**config.mk**
```make
export PLATFORM = sky130hd
export DESIGN_NAME = timekeeper_irq_sync_regs
export DESIGN_NICKNAME = d
export VERILOG_FILES = /design/src/common/timekeeper_pkg.sv /design/src/core/timekeeper_irq_sync_regs.sv
export SDC_FILE = /design/constraint.sdc
export NUM_CORES = 1
export LEC_CHECK = 0
export BUFFER_PORTS_ARGS = -buffer_cell sky130_fd_sc_hd__buf_2
export CAP_MARGIN = 20
export CELL_PAD_IN_SITES_DETAIL_PLACEMENT = 1
export CELL_PAD_IN_SITES_GLOBAL_PLACEMENT = 1
export CORE_ASPECT_RATIO = 1.2
export CORE_UTILIZATION = 45
export DETAILED_ROUTE_END_ITERATION = 6
export GPL_TIMING_DRIVEN = 0
export HOLD_SLACK_MARGIN = 0.1
export PLACE_DENSITY = 0.78
export SYNTH_ARGS = -nofsm -noshare
export SYNTH_HDL_FRONTEND = slang
export SYNTH_SLANG_ARGS = --single-unit
```
**constraint.sdc**
```tcl
create_clock -name pclk -period 2.4 [get_ports pclk]
set_input_delay 0.48 -clock pclk [delete_from_list [all_inputs] [get_ports pclk]]
set_output_delay 0.48 -clock pclk [all_outputs]
set_load 0.03 [all_outputs]
```
**src/common/timekeeper_pkg.sv**
```systemverilog
// constants, register map and field layout of the timekeeper interrupt and sync block
// Behaviour
// RULE_01: ones written to enable-clear disable matching interrupts
// RULE_02: ones written to enable-set enable matching interrupts
// RULE_03: set and clear views share one enable state
// RULE_04: enable reads show one where interrupt enabled
// RULE_05: overflow flag sets one tick after overflow
// RULE_06: enabled set flag raises the interrupt request
// RULE_07: tap flag n sets on prescaler bit n+2 rise
// RULE_08: writing one clears a flag, zero keeps it
// RULE_09: debug halt stops counting unless run bit set
// RULE_10: run-while-halted bit survives soft reset
// RULE_11: busy bit 15 tracks count-read-sync enable write
// RULE_12: busy bit 4 tracks wrap-limit write sync
// RULE_13: busy bit 3 tracks counter read/write sync
// RULE_14: busy bits 2..0 track trim, enable, soft reset
// RULE_15: software touches only soft reset while it runs
// RULE_16: busy bits read-only, hardware driven, unused zero
package timekeeper_pkg;
    localparam int ADDR_W = 10;
    localparam int DATA_W = 32;
    localparam int PRESC_W = 10;
    localparam int NUM_TAPS = 8;
    localparam int TAP_STAGE_OFS = 2;
    localparam int NUM_SYNC = 6;
    localparam int SYNC_W = 2;
    localparam logic [SYNC_W-1:0] SYNC_CYCLES = 2'h3;
    localparam int TICK_DIV_DEFAULT = 25;
    // register indexes; byte address is four times the index
    localparam logic [7:0] IDX_MAIN_CONTROL = 8'h00;
    localparam logic [7:0] IDX_IRQ_ENABLE_CLEAR = 8'h08;
    localparam logic [7:0] IDX_IRQ_ENABLE_SET = 8'h0a;
    localparam logic [7:0] IDX_IRQ_FLAGS = 8'h0c;
    localparam logic [7:0] IDX_DEBUG_CONTROL = 8'h0e;
    localparam logic [7:0] IDX_SYNC_BUSY_STATUS = 8'h10;
    localparam logic [7:0] IDX_RATE_TRIM = 8'h14;
    localparam logic [7:0] IDX_COUNT = 8'h18;
    localparam logic [7:0] IDX_WRAP_LIMIT = 8'h1c;
    // field positions
    localparam int OVERFLOW_BIT = 15;
    localparam logic [15:0] IRQ_MASK = 16'h80ff;
    localparam int CTL_SOFT_RESET = 0;
    localparam int CTL_ENABLE = 1;
    localparam int CTL_COUNT_READ_SYNC = 15;
    localparam int DBG_RUN_WHILE_HALTED = 0;
    // sync channels in busy-bit order
    localparam int CH_SOFT_RESET = 0;
    localparam int CH_ENABLE = 1;
    localparam int CH_RATE_TRIM = 2;
    localparam int CH_COUNT = 3;
    localparam int CH_WRAP_LIMIT = 4;
    localparam int CH_COUNT_READ_SYNC = 5;
    localparam int BUSY_COUNT_READ_SYNC_BIT = 15;
    // reset values
    localparam logic [15:0] RESET_IRQ_ENABLE = 16'h0000;
    localparam logic [15:0] RESET_IRQ_FLAGS = 16'h0000;
    localparam logic [7:0] RESET_DEBUG_CONTROL = 8'h00;
    localparam logic [31:0] RESET_SYNC_BUSY = 32'h0000_0000;
    localparam logic [7:0] RESET_RATE_TRIM = 8'h00;
    localparam logic [15:0] RESET_COUNT = 16'h0000;
    localparam logic [15:0] RESET_WRAP_LIMIT = 16'h0000;

    function automatic logic [ADDR_W-1:0] byte_addr(input logic [7:0] idx);
        return {idx, 2'b00};
    endfunction : byte_addr
endpackage : timekeeper_pkg

```
**src/core/timekeeper_irq_sync_regs.sv**
```systemverilog
// apb register block: interrupt enables, flags, debug control and sync busy of the timekeeper
`timescale 1ns/10ps
`default_nettype none
module timekeeper_irq_sync_regs #(
    parameter int TICK_DIV = timekeeper_pkg::TICK_DIV_DEFAULT
) (
    input wire logic pclk,
    input wire logic presetn,
    input wire logic psel,
    input wire logic penable,
    input wire logic pwrite,
    input wire logic [timekeeper_pkg::ADDR_W-1:0] paddr,
    input wire logic [timekeeper_pkg::DATA_W-1:0] pwdata,
    output logic [timekeeper_pkg::DATA_W-1:0] prdata,
    output logic pready,
    output logic pslverr,
    input wire logic debug_halted,
    output logic irq
);
    import timekeeper_pkg::*;

    logic halt_meta;
    logic halt_sync;
    logic setup;
    logic access;
    logic wr;
    logic rd;
    logic hit;
    logic [31:0] next_prdata;
    logic [15:0] irq_enable;
    logic [15:0] irq_flags;
    logic run_while_halted;
    logic st_soft_reset;
    logic st_enable;
    logic st_count_read_sync;
    logic [7:0] st_rate_trim;
    logic [15:0] st_count;
    logic [15:0] st_wrap_limit;
    logic run_enable;
    logic count_read_sync_enable;
    logic [7:0] rate_trim;
    logic [15:0] count;
    logic [15:0] count_snapshot;
    logic [15:0] wrap_limit;
    logic [PRESC_W-1:0] prescaler;
    logic [PRESC_W-1:0] tap_rise;
    logic ovf_pending;
    logic [15:0] div_cnt;
    logic tick;
    logic running;
    logic [SYNC_W-1:0] sync_cnt [NUM_SYNC];
    logic [NUM_SYNC-1:0] sync_start;
    logic [NUM_SYNC-1:0] sync_done;
    logic [NUM_SYNC-1:0] busy;
    logic [31:0] sync_busy_status;
    logic soft_reset_now;
    logic write_ok;

    // debug halt comes from another domain
    always_ff @(posedge pclk or negedge presetn)
    begin
        if (!presetn)
        begin
            halt_meta <= 1'b0;
            halt_sync <= 1'b0;
        end
        else
        begin
            halt_meta <= debug_halted;
            halt_sync <= halt_meta;
        end
    end
    // apb handshake: one wait-free access, data registered in setup
    assign setup = psel & ~penable;
    assign access = psel & penable & pready;
    // only soft reset control may be written while a soft reset runs
    assign write_ok = ~busy[CH_SOFT_RESET] | (paddr == byte_addr(IDX_MAIN_CONTROL)); // RULE_15
    assign wr = access & pwrite & write_ok;
    assign rd = access & ~pwrite;
    always_comb
    begin
        hit = 1'b1;
        next_prdata = 32'h0000_0000;
        case (paddr)
            byte_addr(IDX_MAIN_CONTROL):
            begin
                next_prdata[CTL_ENABLE] = st_enable;
                next_prdata[CTL_SOFT_RESET] = st_soft_reset;
                next_prdata[CTL_COUNT_READ_SYNC] = st_count_read_sync;
            end
            byte_addr(IDX_IRQ_ENABLE_CLEAR),
            byte_addr(IDX_IRQ_ENABLE_SET): next_prdata[15:0] = irq_enable; // RULE_04
            byte_addr(IDX_IRQ_FLAGS): next_prdata[15:0] = irq_flags;
            byte_addr(IDX_DEBUG_CONTROL): next_prdata[DBG_RUN_WHILE_HALTED] = run_while_halted;
            byte_addr(IDX_SYNC_BUSY_STATUS): next_prdata = sync_busy_status;
            byte_addr(IDX_RATE_TRIM): next_prdata[7:0] = rate_trim;
            byte_addr(IDX_COUNT):
                next_prdata[15:0] = count_read_sync_enable ? count_snapshot : count;
            byte_addr(IDX_WRAP_LIMIT): next_prdata[15:0] = st_wrap_limit;
            default: hit = 1'b0;
        endcase
    end

    always_ff @(posedge pclk or negedge presetn)
    begin
        if (!presetn)
        begin
            pready <= 1'b0;
            pslverr <= 1'b0;
            prdata <= 32'h0000_0000;
        end
        else
        begin
            pready <= setup;
            pslverr <= setup & ~hit;
            if (setup)
                prdata <= pwrite ? 32'h0000_0000 : next_prdata;
        end
    end
    // sync channels: a write loads a countdown, busy while nonzero
    always_comb
    begin
        sync_start = '0;
        if (wr && paddr == byte_addr(IDX_MAIN_CONTROL))
        begin
            sync_start[CH_SOFT_RESET] = pwdata[CTL_SOFT_RESET];
            sync_start[CH_ENABLE] = 1'b1;
            sync_start[CH_COUNT_READ_SYNC] = 1'b1;
        end
        sync_start[CH_RATE_TRIM] = wr && paddr == byte_addr(IDX_RATE_TRIM);
        sync_start[CH_WRAP_LIMIT] = wr && paddr == byte_addr(IDX_WRAP_LIMIT);
        sync_start[CH_COUNT] = (wr && paddr == byte_addr(IDX_COUNT))
            || (rd && paddr == byte_addr(IDX_COUNT) && count_read_sync_enable);
    end

    always_ff @(posedge pclk or negedge presetn)
    begin
        if (!presetn)
        begin
            for (int c = 0; c < NUM_SYNC; c++)
                sync_cnt[c] <= '0;
        end
        else
        begin
            for (int c = 0; c < NUM_SYNC; c++)
            begin
                if (sync_start[c])
                    sync_cnt[c] <= SYNC_CYCLES; // RULE_16
                else if (soft_reset_now)
                    sync_cnt[c] <= '0;
                else if (sync_cnt[c] != '0)
                    sync_cnt[c] <= sync_cnt[c] - 1'b1;
            end
        end
    end

    always_comb
    begin
        for (int c = 0; c < NUM_SYNC; c++)
        begin
            busy[c] = sync_cnt[c] != '0;
            sync_done[c] = sync_cnt[c] == SYNC_W'(1);
        end
        sync_busy_status = RESET_SYNC_BUSY;
        sync_busy_status[CH_SOFT_RESET] = busy[CH_SOFT_RESET]; // RULE_14
        sync_busy_status[CH_ENABLE] = busy[CH_ENABLE]; // RULE_14
        sync_busy_status[CH_RATE_TRIM] = busy[CH_RATE_TRIM]; // RULE_14
        sync_busy_status[CH_COUNT] = busy[CH_COUNT]; // RULE_13
        sync_busy_status[CH_WRAP_LIMIT] = busy[CH_WRAP_LIMIT]; // RULE_12
        sync_busy_status[BUSY_COUNT_READ_SYNC_BIT] = busy[CH_COUNT_READ_SYNC]; // RULE_11
    end
    assign soft_reset_now = sync_done[CH_SOFT_RESET];
    // staged control values written by software
    always_ff @(posedge pclk or negedge presetn)
    begin
        if (!presetn)
        begin
            st_soft_reset <= 1'b0;
            st_enable <= 1'b0;
            st_count_read_sync <= 1'b0;
            st_rate_trim <= RESET_RATE_TRIM;
            st_count <= RESET_COUNT;
            st_wrap_limit <= RESET_WRAP_LIMIT;
        end
        else if (soft_reset_now)
        begin
            st_soft_reset <= 1'b0;
            st_enable <= 1'b0;
            st_count_read_sync <= 1'b0;
            st_rate_trim <= RESET_RATE_TRIM;
            st_count <= RESET_COUNT;
            st_wrap_limit <= RESET_WRAP_LIMIT;
        end
        else
        begin
            if (sync_start[CH_ENABLE])
            begin
                st_soft_reset <= pwdata[CTL_SOFT_RESET];
                st_enable <= pwdata[CTL_ENABLE];
                st_count_read_sync <= pwdata[CTL_COUNT_READ_SYNC];
            end
            if (sync_start[CH_RATE_TRIM])
                st_rate_trim <= pwdata[7:0];
            if (sync_start[CH_COUNT] && pwrite)
                st_count <= pwdata[15:0];
            if (sync_start[CH_WRAP_LIMIT])
                st_wrap_limit <= pwdata[15:0];
        end
    end
    // values take effect when their sync completes
    always_ff @(posedge pclk or negedge presetn)
    begin
        if (!presetn)
        begin
            run_enable <= 1'b0;
            count_read_sync_enable <= 1'b0;
            rate_trim <= RESET_RATE_TRIM;
            wrap_limit <= RESET_WRAP_LIMIT;
        end
        else if (soft_reset_now)
        begin
            run_enable <= 1'b0;
            count_read_sync_enable <= 1'b0;
            rate_trim <= RESET_RATE_TRIM;
            wrap_limit <= RESET_WRAP_LIMIT;
        end
        else
        begin
            if (sync_done[CH_ENABLE])
                run_enable <= st_enable;
            if (sync_done[CH_COUNT_READ_SYNC])
                count_read_sync_enable <= st_count_read_sync;
            if (sync_done[CH_RATE_TRIM])
                rate_trim <= st_rate_trim;
            if (sync_done[CH_WRAP_LIMIT])
                wrap_limit <= st_wrap_limit;
        end
    end
    // debug control survives soft reset
    always_ff @(posedge pclk or negedge presetn)
    begin
        if (!presetn)
            run_while_halted <= RESET_DEBUG_CONTROL[DBG_RUN_WHILE_HALTED];
        else if (wr && paddr == byte_addr(IDX_DEBUG_CONTROL))
            run_while_halted <= pwdata[DBG_RUN_WHILE_HALTED]; // RULE_10
    end
    // counter tick enable from the bus clock
    assign running = run_enable & (~halt_sync | run_while_halted); // RULE_09
    always_ff @(posedge pclk or negedge presetn)
    begin
        if (!presetn)
        begin
            div_cnt <= 16'h0000;
            tick <= 1'b0;
        end
        else
        begin
            tick <= 1'b0;
            if (div_cnt == 16'(TICK_DIV - 1))
            begin
                div_cnt <= 16'h0000;
                tick <= running;
            end
            else
                div_cnt <= div_cnt + 16'h0001;
        end
    end
    assign tap_rise = (prescaler + PRESC_W'(1)) & ~prescaler;
    always_ff @(posedge pclk or negedge presetn)
    begin
        if (!presetn)
        begin
            prescaler <= '0;
            count <= RESET_COUNT;
            ovf_pending <= 1'b0;
        end
        else if (soft_reset_now)
        begin
            prescaler <= '0;
            count <= RESET_COUNT;
            ovf_pending <= 1'b0;
        end
        else
        begin
            if (tick && running)
            begin
                prescaler <= prescaler + PRESC_W'(1);
                ovf_pending <= count == wrap_limit;
            end
            if (sync_done[CH_COUNT] && !count_read_sync_enable)
                count <= st_count;
            else if (tick && running)
                count <= (count == wrap_limit) ? 16'h0000 : count + 16'h0001;
        end
    end

    always_ff @(posedge pclk or negedge presetn)
    begin
        if (!presetn)
            count_snapshot <= RESET_COUNT;
        else if (sync_done[CH_COUNT] && count_read_sync_enable)
            count_snapshot <= count; // RULE_13
    end
    // enables: one state behind both views
    always_ff @(posedge pclk or negedge presetn)
    begin
        if (!presetn)
            irq_enable <= RESET_IRQ_ENABLE;
        else if (soft_reset_now)
            irq_enable <= RESET_IRQ_ENABLE;
        else if (wr && paddr == byte_addr(IDX_IRQ_ENABLE_CLEAR))
            irq_enable <= irq_enable & ~(pwdata[15:0] & IRQ_MASK); // RULE_01 RULE_03
        else if (wr && paddr == byte_addr(IDX_IRQ_ENABLE_SET))
            irq_enable <= irq_enable | (pwdata[15:0] & IRQ_MASK); // RULE_02 RULE_03
    end
    // flags: hardware set wins over a same-cycle clear
    always_ff @(posedge pclk or negedge presetn)
    begin
        if (!presetn)
            irq_flags <= RESET_IRQ_FLAGS;
        else if (soft_reset_now)
            irq_flags <= RESET_IRQ_FLAGS;
        else
        begin
            if (wr && paddr == byte_addr(IDX_IRQ_FLAGS))
                irq_flags <= (irq_flags & ~(pwdata[15:0] & IRQ_MASK)) // RULE_08
                    | {(tick & running & ovf_pending), 7'h00,
                       (tick & running) ? tap_rise[TAP_STAGE_OFS +: NUM_TAPS] : 8'h00};
            else
            begin
                if (tick && running && ovf_pending)
                    irq_flags[OVERFLOW_BIT] <= 1'b1; // RULE_05
                if (tick && running)
                    irq_flags[NUM_TAPS-1:0] <= irq_flags[NUM_TAPS-1:0]
                        | tap_rise[TAP_STAGE_OFS +: NUM_TAPS]; // RULE_07
            end
        end
    end

    always_ff @(posedge pclk or negedge presetn)
    begin
        if (!presetn)
            irq <= 1'b0;
        else
            irq <= |(irq_flags & irq_enable); // RULE_06
    end
endmodule : timekeeper_irq_sync_regs
`default_nettype wire

```
==> results of run 1 <==
[flip-flops by register name, indices dropped and copies added, names as in the netlist, 8 cells and up]
signal and flops:
count 16, count_snapshot 16, div_cnt 16, irq_enable 9
irq_flags 9, prdata 16, prescaler 10, rate_trim 8
st_count 16, st_rate_trim 8, st_wrap_limit 16, sync_cnt 12
wrap_limit 16
[where the power goes]
group / internal, mW / leakage [nW] / total (mW) / switching [mW]
clock network: 1.77 / 0.312 / 3.10 / 1.33
logic: 0.548 / 2.15 / 1.95 / 1.40
registers: 3.17 / 2.49 / 3.25 / 0.0810
[path summary, 6_finish.rpt]
check,cells past startpoint,endpoint
worst max-delay path,8,st_count[10]
worst min-delay path,1,st_wrap_limit[12]
worst max register to register,6,count[10]
worst min register to register,0,halt_sync
max in group asynchronous,2,irq_enable[1]
min in group pclk,1,halt_meta
[cells in the final DEF, fill, tap and decap left out, types with 5 or more instances in the layout]
cell type  count
a22o_1        12
nor2_1       109
o221ai_1       6
clkbuf_16     17
ha_1          24
conb_1        16
xor2_1        27
o21bai_1       6
inv_6          7
clkbuf_2       7
buf_1          5
clkbuf_1      32
buf_2         48
nor4_2         6
o22ai_1        6
nor3_1         6
xnor2_1       12
nand2_1       94
mux2i_1       74
a32oi_1        7
a31oi_1        7
inv_1         44
nand3_1       29
o21ai_0       39
nand4_1       11
buf_4         18
dfrtp_1      181
mux2_2        13
a22oi_1        8
and3_1        19
o2bb2ai_1      8
a21oi_1       50
a211oi_1      11
nand2b_1       6
nor4_1         6
[cells by family (layout without fill, tap and decap cells)]
| logic type | count (synthesis) | after routing | share of synthesized area [%] |
|---|---|---|---|
| XOR/XNOR | 39 | 39 | 3.69 |
| other | 1 | 16 | 0.0405 |
| flip-flops | 181 | 181 | 49.0 |
| adder cells (fa/ha/maj) | 24 | 24 | 3.25 |
| AO/OA/AOI/OAI | 179 | 179 | 12.8 |
| AND/OR/NAND/NOR | 311 | 311 | 15.5 |
| buffers and inverters | 119 | 194 | 5.90 |
| multiplexers | 88 | 88 | 9.83 |
[critical path, delay by kind of cell]
kind / cells / cell delay (ns)
AOI/OAI and AO/OA: 2 / 0.58
buffers and inverters: 3 / 0.60
and+or+nand+nor: 3 / 1.03
[Yosys cell counts (all sizes together) (12+ instances only)]
cell type	count	share of area (%)
clkbuf	46	1.9
mux2	13	1.6
inv	44	1.8
xor2	27	2.6
nand3	30	1.6
o21ai	39	2.1
nand2	94	3.8
mux2i	74	8.0
xnor2	12	1.1
buf	28	2.2
and3	19	1.3
a22o	12	1.1
a21oi	50	2.7
dfrtp	181	49
nor2	109	4.4
nor4	13	1.0
ha	24	3.2
[final cells by class]
type / instances / area (um2)
clock buffer: 17 / 425
fill: 2313 / 9570
multi-input combinational: 657 / 4290
tap: 265 / 332
buffer: 67 / 372
inverter: 45 / 169
clock inverter: 15 / 214
timing repair buffer: 50 / 285
sequential: 181 / 4530
[metal layers]
metal	GRT usage [%]	share of wire, %
met1	35.4	42
met2	47.9	50
met5	0	0
met4	14.5	4.3
met3	5.44	4.2
[repair_timing]
item,CTS,global route
endpoints found under the hold margin,0,0
gates resized for setup,5,14
setup buffers,1,0
pin swaps,1,0
setup endpoints to repair,27,42
[stage by stage]
step                cells  setup TNS (ns)
CTS                  1303               0
global placement     1270         -424.17
detailed placement   1271          -33.60
global route         1297               0
finish               1297               0
floorplan             957               0
==> flow_summary.toml, run 1 <==
[floorplan]
dieWidth_um = 133
die_area_mm2 = 0.0211
design.portCount = 83
core_mm2 = 0.0202
row_count = 57
die_h_um = 159
start_util_pct = 45.8

[layout]
area_growth_pct = 14.7
antenna_cells = 0
finish.instance_area_mm2 = 0.0106
finish.utilization_pct = 52.6
drive_above_1_share_pct = 13.6
nets = 1091

[setup_path]
cp-end-kind = "flip-flop"
cp_slowest_stage_delay_ns = 0.60
critPathMaxFanout = 10
critPathRequiredTime_ns = 2.77
r2r_start = "count[12]"
r2r_slack_ns = 0.13
critical_path_class = "in2reg"
startpoint = "paddr[9]"
cp-start-kind = "primary input"
path_common_cell = "buf_2"
cpMaxStageDelayCell = "or4_1"
arrival_ns = 2.70
crit_chain = "buf_2 > or4_1 > buf_6 > o41a_4 > nor3_4 > buf_2 > nand2_1 > a21oi_1"

[placement]
dp_hpwl_mm = 20.9
globalplace.congestion = 0.918
io_buffers = 48
post-place-ws_ns = -0.928
dpl_cell_area_mm2 = 0.00994

[synth]
synth_cell_types = 56
ys_seq_elements = 181
synth.cell_area_mm2 = 0.00925
synth_seq_area_share_pct = 49.0
synth_warnings = 0
ys.flop_type = "dfrtp_1"
avgSynthCellArea_um2 = 9.82
synth_edf_count = 0
synthCells = 942
synthArstFlopShare_pct = 100

[drt]
totalWireLength_mm = 28.6
routed_via_density = 5.75
postRouteAntennaNets = 0
vias = 7457
drt_iter0_drc = 424
wl_per_cell_um = 22.0
drcViolationCount = 0
dr.pass1.iters = 7

[sta]
min_period_over_period_pct = 97.2
max_freq_mhz = 429
post-route-min-period_ns = 2.33
setup_slack_ns = 0.0681
worst_slew_pin_slew_ns = 0.852
slew_violations = 0
setup_viol = 0
slew_headroom_pct = 43.2
finClkSkew_ns = 0.00787
rsz0062_at_grt = "no"
hold_viol = 0
holdWs_ns = 0.0809

[power_and_ir_drop]
ir_drop_uv = 541
p_total_mw = 8.29
power_density_mw_per_mm2 = 781
leakagePower_nw = 4.96

[hold_path]
min_path_type = "in2async"

[clock_tree]
hold_buffers = 0
clk_pin_slew_ns = 0.07
cts_buffer_depth = 2
cts_buffers = 17
htreeDepth = 4
clk_latency_ns = 0.45
cts_sinks = 181
cts_tree = "done"
cts_root_buf = "clkbuf_16"

[run]
drv_cap = 0

[global_route]
grt_usage_pct = 28.7
first_global_vias = 8070
antenna_found_initial = 0
grt_first_pass_wirelength_mm = 46.0
grt_max_degree = 107
overflow = 0

[status]
status = "complete, no violations"
Power figures use the tool's default switching activity.
==> inputs of run 2 (changes only) <==
--- a/config.mk
+++ b/config.mk
@@ -5,7 +5,7 @@
 export SDC_FILE = /design/constraint.sdc
 export NUM_CORES = 1
 export LEC_CHECK = 0
-export BUFFER_PORTS_ARGS = -buffer_cell sky130_fd_sc_hd__buf_2
+export BUFFER_PORTS_ARGS = -buffer_cell sky130_fd_sc_hd__buf_4
 export CAP_MARGIN = 20
 export CELL_PAD_IN_SITES_DETAIL_PLACEMENT = 1
 export CELL_PAD_IN_SITES_GLOBAL_PLACEMENT = 1
@@ -15,6 +15,7 @@
 export GPL_TIMING_DRIVEN = 0
 export HOLD_SLACK_MARGIN = 0.1
 export PLACE_DENSITY = 0.78
+export RECOVER_POWER = 100
 export SYNTH_ARGS = -nofsm -noshare
 export SYNTH_HDL_FRONTEND = slang
 export SYNTH_SLANG_ARGS = --single-unit
==> flow_summary.toml, run 2 (synthesis gave the netlist of run 1 again) <==
[floorplan]
dieWidth_um = 133
die_area_mm2 = 0.0211
row_count = 57
core_mm2 = 0.0202
design.portCount = 83
die_h_um = 159
start_util_pct = 45.8

[setup_path]
cp-end-kind = "flip-flop"
critPathRequiredTime_ns = 2.75
arrival_ns = 2.73
critical_path_class = "in2reg"
cp-start-kind = "primary input"
critPathMaxFanout = 7

[global_route]
overflow = 0
grt_first_pass_wirelength_mm = 44.9
antenna_found_initial = 1
grt_max_degree = 116
grt_usage_pct = 28.2
first_global_vias = 7939

[placement]
globalplace.congestion = 0.902
io_buffers = 48
placedCellCount = 1271
dp_hpwl_mm = 20.6
post-place-ws_ns = -0.813

[clock_tree]
cts_root_buf = "clkbuf_16"
clk_latency_ns = 0.44
cts_tree = "done"
htreeDepth = 4
clk_pin_slew_ns = 0.07
cts_sinks = 181
cts_buffers = 17
cts_buffer_depth = 2

[hold_path]
min_path_type = "in2reg"

[drt]
drt_iter0_drc = 592
vias = 7571
wl_per_cell_um = 22.0
dr.pass1.iters = 6
drcViolationCount = 0
totalWireLength_mm = 28.6
routed_via_density = 5.81
postRouteAntennaNets = 0

[power_and_ir_drop]
power_density_mw_per_mm2 = 779
ir_drop_uv = 496
leakagePower_nw = 4.90

[layout]
drive_above_1_share_pct = 11.3
finish.utilization_pct = 52.8
antenna_cells = 0
final_cell_mix = "dfrtp_1, nor2_1, nand2_1"
final_cells = 1303
area_growth_pct = 15.3
nets = 1097
final_common_cell = "dfrtp_1"

[sta]
worst_slew_pin_slew_ns = 1.11
holdWs_ns = 0.163
setup_viol = 0
setup_slack_ns = 0.0283
max_freq_mhz = 422
rsz0062_at_grt = "yes"
finClkSkew_ns = 0.0109
min_period_over_period_pct = 98.8
slew_headroom_pct = 26.2
slew_violations = 0
hold_viol = 0
post-route-min-period_ns = 2.37

[run]
drv_cap = 0

[status]
status = "complete, no violations"
-- run 2: area by class of cell --
cell class	instances	area, um2
repair buffers	51	322
well taps	265	332
plain buffers	72	389
fillers	2301	9520
flip-flops and latches	181	4530
multi-input cells	657	4270
inverters	45	169
clock buffers	19	453
clock inverters	13	195
-- run 2: per-layer routing --
metal | share of wire [%] | up-vias | track usage [%]
met5 | 0.031 | - | 0
met1 | 41 | 3856 | 35.0
li1 | - | 3430 | -
met3 | 4.4 | 62 | 4.20
met2 | 50 | 221 | 47.4
met4 | 4.3 | 2 | 15.2
-- run 2: report_power, final --
group	switching, mW	leakage [nW]	total (mW)	internal (mW)
Sequential	0.0771	2.49	3.24	3.17
Combinational	1.39	2.10	1.94	0.552
Clock	1.30	0.312	3.12	1.82
-- run 2: final timing paths --
check	from	to	slack, ns	cells past startpoint
min in group asynchronous	presetn	st_wrap_limit[14]	0.58	2
max in group asynchronous	presetn	irq_flags[2]	0.36	3
hold / removal	debug_halted	halt_meta	0.16	1
setup / recovery	paddr[9]	prdata[6]	0.03	7
setup reg to reg	count[6]	count[2]	0.11	7
hold reg to reg	halt_meta	halt_sync	0.35	0
-- run 2: through the flow --
stage | TNS [ns] | power (mW) | cell area [um2]
after global routing | -0.147 | 8.64 | 10700
after detailed placement | -30.65 | 5.23 | 10100
after floorplan | 0 | 4.50 | 9330
after global placement | -91.11 | 5.17 | 10000
final | 0 | 8.30 | 10700
after CTS | 0 | 8.35 | 10700
-- run 2: timing repair --
item | 4_1_cts | 5_1_grt
hold buffers | 1 | 0
buffers inserted | 0 | 1
resized for setup | 6 | 10
endpoints found under the hold margin | 66 | 0
gates cloned | 0 | 0
endpoints found under the setup margin | 31 | 73
pin swaps | 0 | 1
-- run 2: worst max-delay path, cell delays in order --
cell and delay (ns):
buf_4 0.11, or4_1 0.57, buf_6 0.17, or3_1 0.35, nor4_1 0.69, a21oi_1 0.16
a31oi_1 0.20
